### src/core/fpu_exc_pkg.sv
// Notes on behaviour
// RQ1 - push to a full slot or pop from an empty one sets stack fault and invalid flag
// RQ2 - unmasked exception stays pending; freeze before next waiting instruction, call handler
// RQ3 - no freeze while ignore-error input is asserted or for no-wait instruction forms
// RQ4 - handler may be entered anywhere between detection and the next waiting instruction
// RQ5 - handler entry via maskable, non-maskable or management interrupt disables interrupts
// RQ6 - full save outputs whole state then reinitialises; environment save masks all
// RQ7 - loading an image with an unmasked flag set raises a new request at once
// RQ8 - full-state save image is 108 bytes
// RQ9 - environment-only save image is 28 bytes
// RQ10 - software reserves 512 bytes, 16-byte aligned, for the extended state save
// RQ11 - each numeric instruction start records instruction and operand pointers
// RQ12 - unmasked pending exception drives the active-low error line
// RQ13 - flags and error line hold until clear, reinitialisation or clean state load; here masking the flags also releases the error line
`default_nettype none
package fpu_exc_pkg;
    localparam int unsigned NUM_FLAGS       = 6;
    localparam int unsigned FLAG_INVALID    = 0;
    localparam logic [5:0]  MASK_ALL        = 6'h3F;
    localparam logic [5:0]  FLAGS_CLEAR     = 6'h00;
    localparam logic [9:0]  FULL_SAVE_BYTES = 10'h06C;
    localparam logic [9:0]  ENV_SAVE_BYTES  = 10'h01C;
    localparam logic [9:0]  EXT_SAVE_BYTES  = 10'h200;
    localparam logic [9:0]  NO_SAVE_BYTES   = 10'h000;
    localparam int unsigned SW_SF_BIT       = 6;
    localparam logic [7:0]  SW_UPPER_ZERO   = 8'h00;
    localparam logic [31:0] PTR_RESET       = 32'h0000_0000;

    typedef enum logic [3:0] {
        K_ARITH        = 4'h0,
        K_WAIT         = 4'h1,
        K_LOAD_CTRL    = 4'h2,
        K_CLEAR        = 4'h3,
        K_INIT         = 4'h4,
        K_FULL_SAVE    = 4'h5,
        K_ENV_SAVE     = 4'h6,
        K_EXT_SAVE     = 4'h7,
        K_FULL_RESTORE = 4'h8,
        K_ENV_RESTORE  = 4'h9,
        K_STORE_STATUS = 4'hA
    } insn_kind_e;

    typedef enum logic [1:0] {
        SRC_NONE      = 2'h0,
        SRC_MASKABLE  = 2'h1,
        SRC_NONMASK   = 2'h2,
        SRC_MGMT      = 2'h3
    } entry_src_e;

    typedef enum logic [1:0] {
        ST_RUN    = 2'b01,
        ST_FROZEN = 2'b10
    } freeze_state_e;

    // waiting forms check for a pending exception before they execute
    function automatic logic is_waiting(input insn_kind_e k);
        is_waiting = (k == K_ARITH) || (k == K_WAIT) || (k == K_LOAD_CTRL) ||
                     (k == K_FULL_RESTORE) || (k == K_ENV_RESTORE);
    endfunction
endpackage
`default_nettype wire

### src/core/status_if.sv
`default_nettype none
interface status_if;
    import fpu_exc_pkg::*;
    logic                 detect;
    logic [NUM_FLAGS-1:0] detect_flags;
    logic                 set_stack_fault;
    logic                 clear_flags;
    logic                 reinit;
    logic                 mask_all;
    logic                 load;
    logic [NUM_FLAGS-1:0] load_flags;
    logic                 load_sf;
    logic                 load_masks_en;
    logic [NUM_FLAGS-1:0] load_masks;
    logic [NUM_FLAGS-1:0] flags;
    logic [NUM_FLAGS-1:0] masks;
    logic                 stack_fault;
    logic                 pending;

    modport ctrl (
        output detect, detect_flags, set_stack_fault, clear_flags, reinit, mask_all,
        output load, load_flags, load_sf, load_masks_en, load_masks,
        input  flags, masks, stack_fault, pending
    );
    modport keeper (
        input  detect, detect_flags, set_stack_fault, clear_flags, reinit, mask_all,
        input  load, load_flags, load_sf, load_masks_en, load_masks,
        output flags, masks, stack_fault, pending
    );
endinterface
`default_nettype wire

### src/core/fpu_deferred_exception_signal.sv
`default_nettype none
module fpu_deferred_exception_signal
    import fpu_exc_pkg::*;
(
    // clock and reset
    input  wire logic        i_clk,
    input  wire logic        i_rst_n,
    // instruction issue from the core
    input  wire logic        i_insn_valid,
    input  wire logic [3:0]  i_insn_kind,
    input  wire logic [31:0] i_insn_ptr,
    input  wire logic [31:0] i_operand_ptr,
    input  wire logic        i_stack_overflow,
    input  wire logic        i_stack_underflow,
    input  wire logic [15:0] i_image_status,
    input  wire logic [15:0] i_image_control,
    output logic             o_insn_done,
    output logic             o_stall,
    // numeric exception detection
    input  wire logic        i_exc_detect,
    input  wire logic [5:0]  i_exc_flags,
    input  wire logic        i_ignore_numeric_error_n,
    // handler entry
    input  wire logic        i_handler_entry,
    input  wire logic [1:0]  i_entry_src,
    input  wire logic        i_ext_int_enable,
    output logic             o_handler_request,
    output logic             o_ext_int_disabled,
    output logic             o_error_n,
    // state and save image
    output logic [15:0]      o_status_word,
    output logic [5:0]       o_control_masks,
    output logic [31:0]      o_insn_ptr_saved,
    output logic [31:0]      o_operand_ptr_saved,
    output logic             o_save_strobe,
    output logic [9:0]       o_save_bytes
);
    status_if      st ();
    freeze_state_e state;
    insn_kind_e    kind;
    logic          hold_off;
    logic          accept;

    exception_status u_status (
        .i_clk   (i_clk),
        .i_rst_n (i_rst_n),
        .st      (st.keeper)
    );

    assign kind     = insn_kind_e'(i_insn_kind);
    // freeze only waiting forms, and only while the ignore input is released
    assign hold_off = is_waiting(kind) && st.pending && i_ignore_numeric_error_n; // RQ2 RQ3
    assign accept   = (state == ST_RUN) && i_insn_valid && !o_insn_done && !hold_off;

    always_comb
    begin
        st.detect          = i_exc_detect;
        st.detect_flags    = i_exc_flags;
        st.set_stack_fault = accept && (kind == K_ARITH) &&
                             (i_stack_overflow || i_stack_underflow); // RQ1
        st.clear_flags     = accept && (kind == K_CLEAR);
        st.reinit          = accept && ((kind == K_INIT) || (kind == K_FULL_SAVE)); // RQ6
        st.mask_all        = accept && (kind == K_ENV_SAVE); // RQ6
        st.load            = accept && ((kind == K_FULL_RESTORE) ||
                                        (kind == K_ENV_RESTORE)); // RQ7
        st.load_flags      = i_image_status[NUM_FLAGS-1:0];
        st.load_sf         = i_image_status[SW_SF_BIT];
        st.load_masks_en   = accept && (kind == K_LOAD_CTRL);
        st.load_masks      = i_image_control[NUM_FLAGS-1:0];
    end

    // freeze sequencing
    always_ff @(posedge i_clk or negedge i_rst_n)
    begin
        if (!i_rst_n)
        begin
            state             <= ST_RUN;
            o_stall           <= 1'b0;
            o_handler_request <= 1'b0;
        end
        else
        begin
            case (state)
                ST_RUN:
                begin
                    if (i_insn_valid && !o_insn_done && hold_off && !i_handler_entry)
                    begin
                        state             <= ST_FROZEN; // RQ2
                        o_stall           <= 1'b1;
                        o_handler_request <= 1'b1;
                    end
                end
                ST_FROZEN:
                begin
                    if (i_handler_entry)
                    begin
                        state             <= ST_RUN; // RQ4
                        o_stall           <= 1'b0;
                        o_handler_request <= 1'b0;
                    end
                end
                default:
                begin
                    state             <= ST_RUN;
                    o_stall           <= 1'b0;
                    o_handler_request <= 1'b0;
                end
            endcase
        end
    end

    // the core may enter the handler early; the disable holds until software re-enables
    always_ff @(posedge i_clk or negedge i_rst_n)
    begin
        if (!i_rst_n)
        begin
            o_ext_int_disabled <= 1'b0;
        end
        else if (i_handler_entry && (entry_src_e'(i_entry_src) != SRC_NONE))
        begin
            o_ext_int_disabled <= 1'b1; // RQ5
        end
        else if (i_ext_int_enable)
        begin
            o_ext_int_disabled <= 1'b0;
        end
    end

    always_ff @(posedge i_clk or negedge i_rst_n)
    begin
        if (!i_rst_n)
        begin
            o_insn_done <= 1'b0;
        end
        else
        begin
            o_insn_done <= accept;
        end
    end

    // pointer capture at the start of each numeric instruction
    always_ff @(posedge i_clk or negedge i_rst_n)
    begin
        if (!i_rst_n)
        begin
            o_insn_ptr_saved    <= PTR_RESET;
            o_operand_ptr_saved <= PTR_RESET;
        end
        else if (accept && (kind == K_ARITH))
        begin
            o_insn_ptr_saved    <= i_insn_ptr; // RQ11
            o_operand_ptr_saved <= i_operand_ptr; // RQ11
        end
    end

    // save image size; status word below still shows the state before reinit
    always_ff @(posedge i_clk or negedge i_rst_n)
    begin
        if (!i_rst_n)
        begin
            o_save_strobe <= 1'b0;
            o_save_bytes  <= NO_SAVE_BYTES;
        end
        else
        begin
            o_save_strobe <= accept && ((kind == K_FULL_SAVE) || (kind == K_ENV_SAVE) ||
                                        (kind == K_EXT_SAVE));
            if (accept && (kind == K_FULL_SAVE))
            begin
                o_save_bytes <= FULL_SAVE_BYTES; // RQ8
            end
            else if (accept && (kind == K_ENV_SAVE))
            begin
                o_save_bytes <= ENV_SAVE_BYTES; // RQ9
            end
            else if (accept && (kind == K_EXT_SAVE))
            begin
                o_save_bytes <= EXT_SAVE_BYTES;
            end
        end
    end

    always_ff @(posedge i_clk or negedge i_rst_n)
    begin
        if (!i_rst_n)
        begin
            o_status_word   <= {SW_UPPER_ZERO, 2'b00, FLAGS_CLEAR};
            o_control_masks <= MASK_ALL;
            o_error_n       <= 1'b1;
        end
        else
        begin
            o_status_word   <= {SW_UPPER_ZERO, st.pending, st.stack_fault, st.flags};
            o_control_masks <= st.masks;
            o_error_n       <= !st.pending; // RQ12 RQ13
        end
    end

    stall_entry_a: assert property (@(posedge i_clk) disable iff (!i_rst_n) // RQ2
        (state == ST_RUN && i_insn_valid && !o_insn_done && hold_off && !i_handler_entry)
            |=> o_stall && o_handler_request && !o_insn_done)
        else $error("waiting instruction ran past a pending exception");
    ignore_pass_a: assert property (@(posedge i_clk) disable iff (!i_rst_n) // RQ3
        (state == ST_RUN && i_insn_valid && !o_insn_done &&
         (!i_ignore_numeric_error_n || !is_waiting(kind))) |=> o_insn_done && !o_stall)
        else $error("ignored or no-wait instruction was frozen");
    frozen_hold_a: assert property (@(posedge i_clk) disable iff (!i_rst_n) // RQ4
        (o_stall && !i_handler_entry) |=> o_stall && o_handler_request)
        else $error("freeze released before handler entry");
    int_disable_a: assert property (@(posedge i_clk) disable iff (!i_rst_n) // RQ5
        (i_handler_entry && i_entry_src != SRC_NONE) |=> o_ext_int_disabled)
        else $error("interrupts not disabled on handler entry");
    full_save_a: assert property (@(posedge i_clk) disable iff (!i_rst_n) // RQ6 RQ8
        (accept && kind == K_FULL_SAVE && !i_exc_detect) |=>
            (o_save_strobe && o_save_bytes == FULL_SAVE_BYTES) ##1
            (o_status_word[NUM_FLAGS-1:0] == FLAGS_CLEAR && o_control_masks == MASK_ALL))
        else $error("full save did not size or reinitialise");
    env_save_a: assert property (@(posedge i_clk) disable iff (!i_rst_n) // RQ6 RQ9
        (accept && kind == K_ENV_SAVE) |=>
            (o_save_bytes == ENV_SAVE_BYTES) ##1 (o_control_masks == MASK_ALL))
        else $error("environment save did not size or mask");
    restore_raise_a: assert property (@(posedge i_clk) disable iff (!i_rst_n) // RQ7 RQ12
        (accept && st.load && |(i_image_status[NUM_FLAGS-1:0] &
                                ~i_image_control[NUM_FLAGS-1:0]))
            |-> ##2 !o_error_n)
        else $error("restore of unmasked flag raised no request");
    pointer_a: assert property (@(posedge i_clk) disable iff (!i_rst_n) // RQ11
        (accept && kind == K_ARITH) |=>
            (o_insn_ptr_saved == $past(i_insn_ptr) &&
             o_operand_ptr_saved == $past(i_operand_ptr)))
        else $error("instruction pointers not captured");

    freeze_then_entry_c: cover property (@(posedge i_clk) disable iff (!i_rst_n)
        o_stall ##1 i_handler_entry ##1 !o_stall);
    full_save_c: cover property (@(posedge i_clk) disable iff (!i_rst_n)
        accept && kind == K_FULL_SAVE);
    restore_error_c: cover property (@(posedge i_clk) disable iff (!i_rst_n)
        accept && st.load ##2 !o_error_n);
endmodule
`default_nettype wire

### src/core/exception_status.sv
`default_nettype none
module exception_status
    import fpu_exc_pkg::*;
(
    // clock and reset
    input  wire logic i_clk,
    input  wire logic i_rst_n,
    // status commands and state
    status_if.keeper  st
);
    logic [NUM_FLAGS-1:0] next_flags;
    logic                 next_sf;
    logic [NUM_FLAGS-1:0] base_flags;
    logic                 base_sf;

    // a detection in the same cycle as a clear survives it
    always_comb
    begin
        base_flags = st.flags;
        base_sf    = st.stack_fault;
        if (st.clear_flags || st.reinit)
        begin
            base_flags = FLAGS_CLEAR;
            base_sf    = 1'b0;
        end
        else if (st.load)
        begin
            base_flags = st.load_flags;
            base_sf    = st.load_sf;
        end
        next_flags = base_flags | (st.detect ? st.detect_flags : FLAGS_CLEAR);
        next_sf    = base_sf | st.set_stack_fault; // RQ1
        if (st.set_stack_fault)
        begin
            next_flags[FLAG_INVALID] = 1'b1; // RQ1
        end
    end

    always_ff @(posedge i_clk or negedge i_rst_n)
    begin
        if (!i_rst_n)
        begin
            st.flags       <= FLAGS_CLEAR;
            st.stack_fault <= 1'b0;
        end
        else
        begin
            st.flags       <= next_flags; // RQ13
            st.stack_fault <= next_sf;
        end
    end

    always_ff @(posedge i_clk or negedge i_rst_n)
    begin
        if (!i_rst_n)
        begin
            st.masks <= MASK_ALL;
        end
        else if (st.reinit || st.mask_all)
        begin
            st.masks <= MASK_ALL; // RQ6
        end
        else if (st.load || st.load_masks_en)
        begin
            st.masks <= st.load_masks;
        end
    end

    assign st.pending = |(st.flags & ~st.masks); // RQ2

    stack_fault_a: assert property (@(posedge i_clk) disable iff (!i_rst_n) // RQ1
        st.set_stack_fault |=> st.stack_fault && st.flags[FLAG_INVALID])
        else $error("stack fault did not set flag and invalid exception");
    flags_sticky_a: assert property (@(posedge i_clk) disable iff (!i_rst_n) // RQ13
        !(st.clear_flags || st.reinit || st.load) |=>
            ((st.flags & $past(st.flags)) == $past(st.flags)))
        else $error("exception flag dropped without a clear");
endmodule
`default_nettype wire

### config.mk
export PLATFORM = sky130hd
export DESIGN_NAME = fpu_deferred_exception_signal
export DESIGN_NICKNAME = d
export VERILOG_FILES = /design/src/core/fpu_exc_pkg.sv /design/src/core/status_if.sv /design/src/core/fpu_deferred_exception_signal.sv /design/src/core/exception_status.sv
export SDC_FILE = /design/constraint.sdc
export NUM_CORES = 1
export LEC_CHECK = 0
export ABC_AREA = 1
export BUFFER_PORTS_ARGS = -buffer_cell sky130_fd_sc_hd__buf_4
export CORE_MARGIN = 2
export CORE_UTILIZATION = 45
export DETAILED_ROUTE_END_ITERATION = 6
export PLACE_DENSITY_LB_ADDON = 0.12
export SLEW_MARGIN = 20
export SYNTH_ARGS = -nofsm -noshare
export SYNTH_HDL_FRONTEND = slang
export SYNTH_HIERARCHICAL = 1
export SYNTH_SLANG_ARGS = --single-unit
### constraint.sdc
create_clock -name i_clk -period 2.4 [get_ports i_clk]
set_input_delay 0.48 -clock i_clk [delete_from_list [all_inputs] [get_ports i_clk]]
set_output_delay 0.48 -clock i_clk [all_outputs]
set_load 0.02 [all_outputs]
==> results.cfg <==
[setup_path]
r2r_cells = 14
top_fanout_value_on_the_critical_path = 14
timing.critical_path.arrival_ns = 2.36
timing_worst_setup_path_type = register to register
cpMaxStageDelayCell = dfstp_2
critical_path.startpoint = u_status/st.masks[0]
regToRegEndpoint = u_status/st.masks[0]
critPathRequiredTime_ns = 2.68
critical_path.endpoint_type = register
timing.critical_path.cells = inv_1 > nand2_1 > nand2_1 > nor2_1 > nand2_1 > nand2_1 > inv_1 > nand2_2 > nand2_1 > nor2_1 > buf_4 > nor2_4 > o21ai_0 > nand2_1
timing.critical_path.from_type = register
cpPeakStageDelay_ns = 0.54
worst_r2r_startpoint = u_status/st.masks[0]
cpMostUsedCell = nand2_1
regToRegSetupSlack_ns = 0.32

[floorplan]
height_of_the_die_um = 102
die-width_um = 102
core-area_um2 = 9330
design.die.area_um2 = 10500
starting_utilization_of_the_core_area_pct = 46.6
placementRows = 35
ios = 219

[place]
hpwl_um = 7950
placedInstanceArea_um2 = 5760
port-buffer-count = 187
globalplace.congestion = 0.774

[logic_synthesis]
synthesis.instances = 479
yosysSeqAreaShare_pct = 58.5
synth.avg_cell_area_um2 = 9.08
yosys-top-cells-area = dfrtp_1 50%, nand2_1 16%, nand4_1 9.5%
postSynthRegisterBits = 101
synth.lib_cells_used.distinct = 27
synth_top_area_share_pct = 50.1
synthesis.area_um2 = 4350
synth_largest_area_cell = dfrtp_1
synth.yosys.warnings = 6

[clock_tree]
clock-sinks = 101
tritoncts_clock_tree = built
max-clock-path-buffers = 2
post_cts.resized_instances = 0
root_buffer = clkbuf_8
clock_tree.htree_level_count = 3
cts_setup_buffers = 0
worstSkewPairLatency_ns = 0.36
path_clk_slew_ns = 0.11
cts_hold_buffers = 0
tritoncts.num_buffers = 9

[timing]
final_period_minus_worst_setup_slack_ns = 2.08
tightest_pin_transition_ns = 0.658
slew_violations = 0
hold_viol = 0
min_period_over_period_pct = 86.7
setup-violations-final = 0
fmax_achieved_mhz = 481
clock_tree_skew_after_final_layout_ns = 0.0120
rsz0062_at_grt = no
setup-tns-final_ns = 0
maxSlewHeadroom_pct = 56.1

[global_routing]
globalRoute.totalOverflow = 0
maximum_number_of_pins_on_one_net_before_global_route_repair = 65
first_global_vias = 3557
initial_antenna_violation_count = 0
wire_length_of_the_first_global_routing_pass_um = 17400
global_route.usage.total_pct = 21.0

[pwr]
sw_frac_of_total_pct = 35.6
clock_power_share_pct = 21.1
reported_net_switching_power_mw = 1.91
power.share.combinational_pct = 34.3
power-per-cell-area_nw_per_um2 = 898
power.sequential.fraction_pct = 44.6
static-leakage-power_nw = 3.33
internal-power_mw = 3.45
vdd_ir_drop_max_v = 0.000456

[outcome]
outcome = complete, no violations

[drt]
wl_per_cell_um = 14.2
detail_route.vias_per_cell = 4.89
drc_violation_count_after_routing = 0
detail_route.wirelength_um = 11200
drt-pass1-iter-count = 5
detailroute.via_count = 3856
count_of_antenna_violating_nets_left_after_detailed_routing = 0
detailedRoute.firstIterationViolations = 123

[final_layout]
num_antenna_cells = 0
finish.instance_area_um2 = 5980
layout.area.seq_um2 = 2540
fillers = 803
final_nets = 772
post_route_cells_drive_above_1_share_pct = 36.2
layout-area-overhead-vs-synth_pct = 37.4
multi_input_area_um2 = 1450

[hold_path]
worst_hold_path_type = input port to asynchronous set/reset pin

[flow_run]
drv_cap = 0
-- cells in the final DEF, fill, tap and decap left out, types with 2 or more instances in the layout --
master / Yosys / routed
clkbuf_16: 0 / 2
buf_4: 20 / 196
nand2_1: 190 / 190
inv_2: 2 / 2
nor2_4: 1 / 2
dfrtp_1: 87 / 87
conb_1: 1 / 12
nand3_1: 4 / 4
o21ai_2: 2 / 2
o21ai_0: 6 / 6
nor2_1: 19 / 19
inv_6: 0 / 4
nor3_1: 3 / 3
clkbuf_8: 0 / 9
inv_1: 27 / 27
o21ai_1: 4 / 4
dfstp_2: 14 / 14
nand4_1: 66 / 66
-- worst max-delay path by stage --
stage | to | slack (ns) | depth (start not counted)
after global routing | u_status/st.masks[0] | 0.09 | 14
after detailed placement | u_status/st.masks[5] | 0.35 | 11
after CTS | u_status/st.masks[0] | 0.32 | 14
after floorplan | u_status/st.stack_fault | 0.47 | 14
final | u_status/st.masks[0] | 0.32 | 14
after global placement | u_status/st.masks[3] | 0.37 | 11
-- kinds of logic (layout without fill, tap and decap cells) --
logic type	Yosys count	count (layout)	synth area share, %
buffers and inverters	72	242	9.24
AO/OA/AOI/OAI	15	15	2.10
flip-flops	101	101	58.5
other	1	12	0.0862
AND/OR/NAND/NOR	290	290	30.0
-- stage by stage --
step	hold WS, ns	worst slack [ns]	total power [mW]	instances	util [%]
final	0.0932	0.319	5.36	789	64.1
after global placement	0.356	0.369	4.24	773	61.8
after global routing	0.119	0.0860	5.67	789	64.1
after CTS	0.0957	0.324	5.43	789	64.1
after detailed placement	0.356	0.354	4.28	773	61.8
after floorplan	0.184	0.466	3.39	490	-
-- cell usage after synthesis --
cell / count
or3_1: 1
buf_2: 15
buf_4: 20
o21ai_0: 6
nand3_4: 1
nor2_2: 2
nand3_1: 4
nor3_1: 3
nand3_2: 1
inv_1: 27
dfstp_2: 14
inv_2: 2
o21bai_2: 1
a21oi_1: 1
nor2_1: 19
o21ai_2: 2
conb_1: 1
dfrtp_1: 87
nand2_2: 1
o21ai_1: 4
buf_6: 5
nor2_4: 1
nand4_1: 66
clkbuf_1: 3
nor3_2: 1
nand2_1: 190
o211ai_1: 1
-- cell type report --
cell class,instances,area share [%]
Tap cell,129,2.70
Inverter,29,1.82
Multi-Input combinational cell,317,24.3
Sequential cell,101,42.6
Clock buffer,11,2.91
Timing Repair Buffer,197,25.0
Clock inverter,5,0.691
-- power groups by stage --
stage / Clock (mW) / Sequential, mW / Combinational, mW
after floorplan: 0 / 2.87 / 0.514
after global placement: 0 / 2.41 / 1.84
after detailed placement: 0 / 2.43 / 1.86
after CTS: 1.17 / 2.40 / 1.86
after global routing: 1.23 / 2.45 / 1.99
final: 1.13 / 2.39 / 1.84
-- registers in the layout, summed over array words and instances, names as in the netlist, 4 cells and up --
name / count
o_status_word: 8
o_save_bytes: 4
o_operand_ptr_saved: 32
o_insn_ptr_saved: 32
u_status/st.flags: 6
u_status/st.masks: 6
o_control_masks: 6
-- metal layers --
layer	global-route usage, %	routed length [µm]	part of all wire (%)	vias to the layer above
met5	0	0	0	-
met4	7.08	163	1.5	0
met1	27.8	4780	43	1810
li1	-	-	-	1881
met3	3.76	782	7.0	13
met2	35.2	5490	49	152
-- critical path: cells and delay by family, from the launching register on --
family / cells / cell delay, ns
AND/OR/NAND/NOR: 10 / 0.94
flip-flops: 1 / 0.54
buffers and inverters: 3 / 0.33
AO/OA/AOI/OAI: 1 / 0.19
No activity file was read; power rests on OpenSTA's default activity.
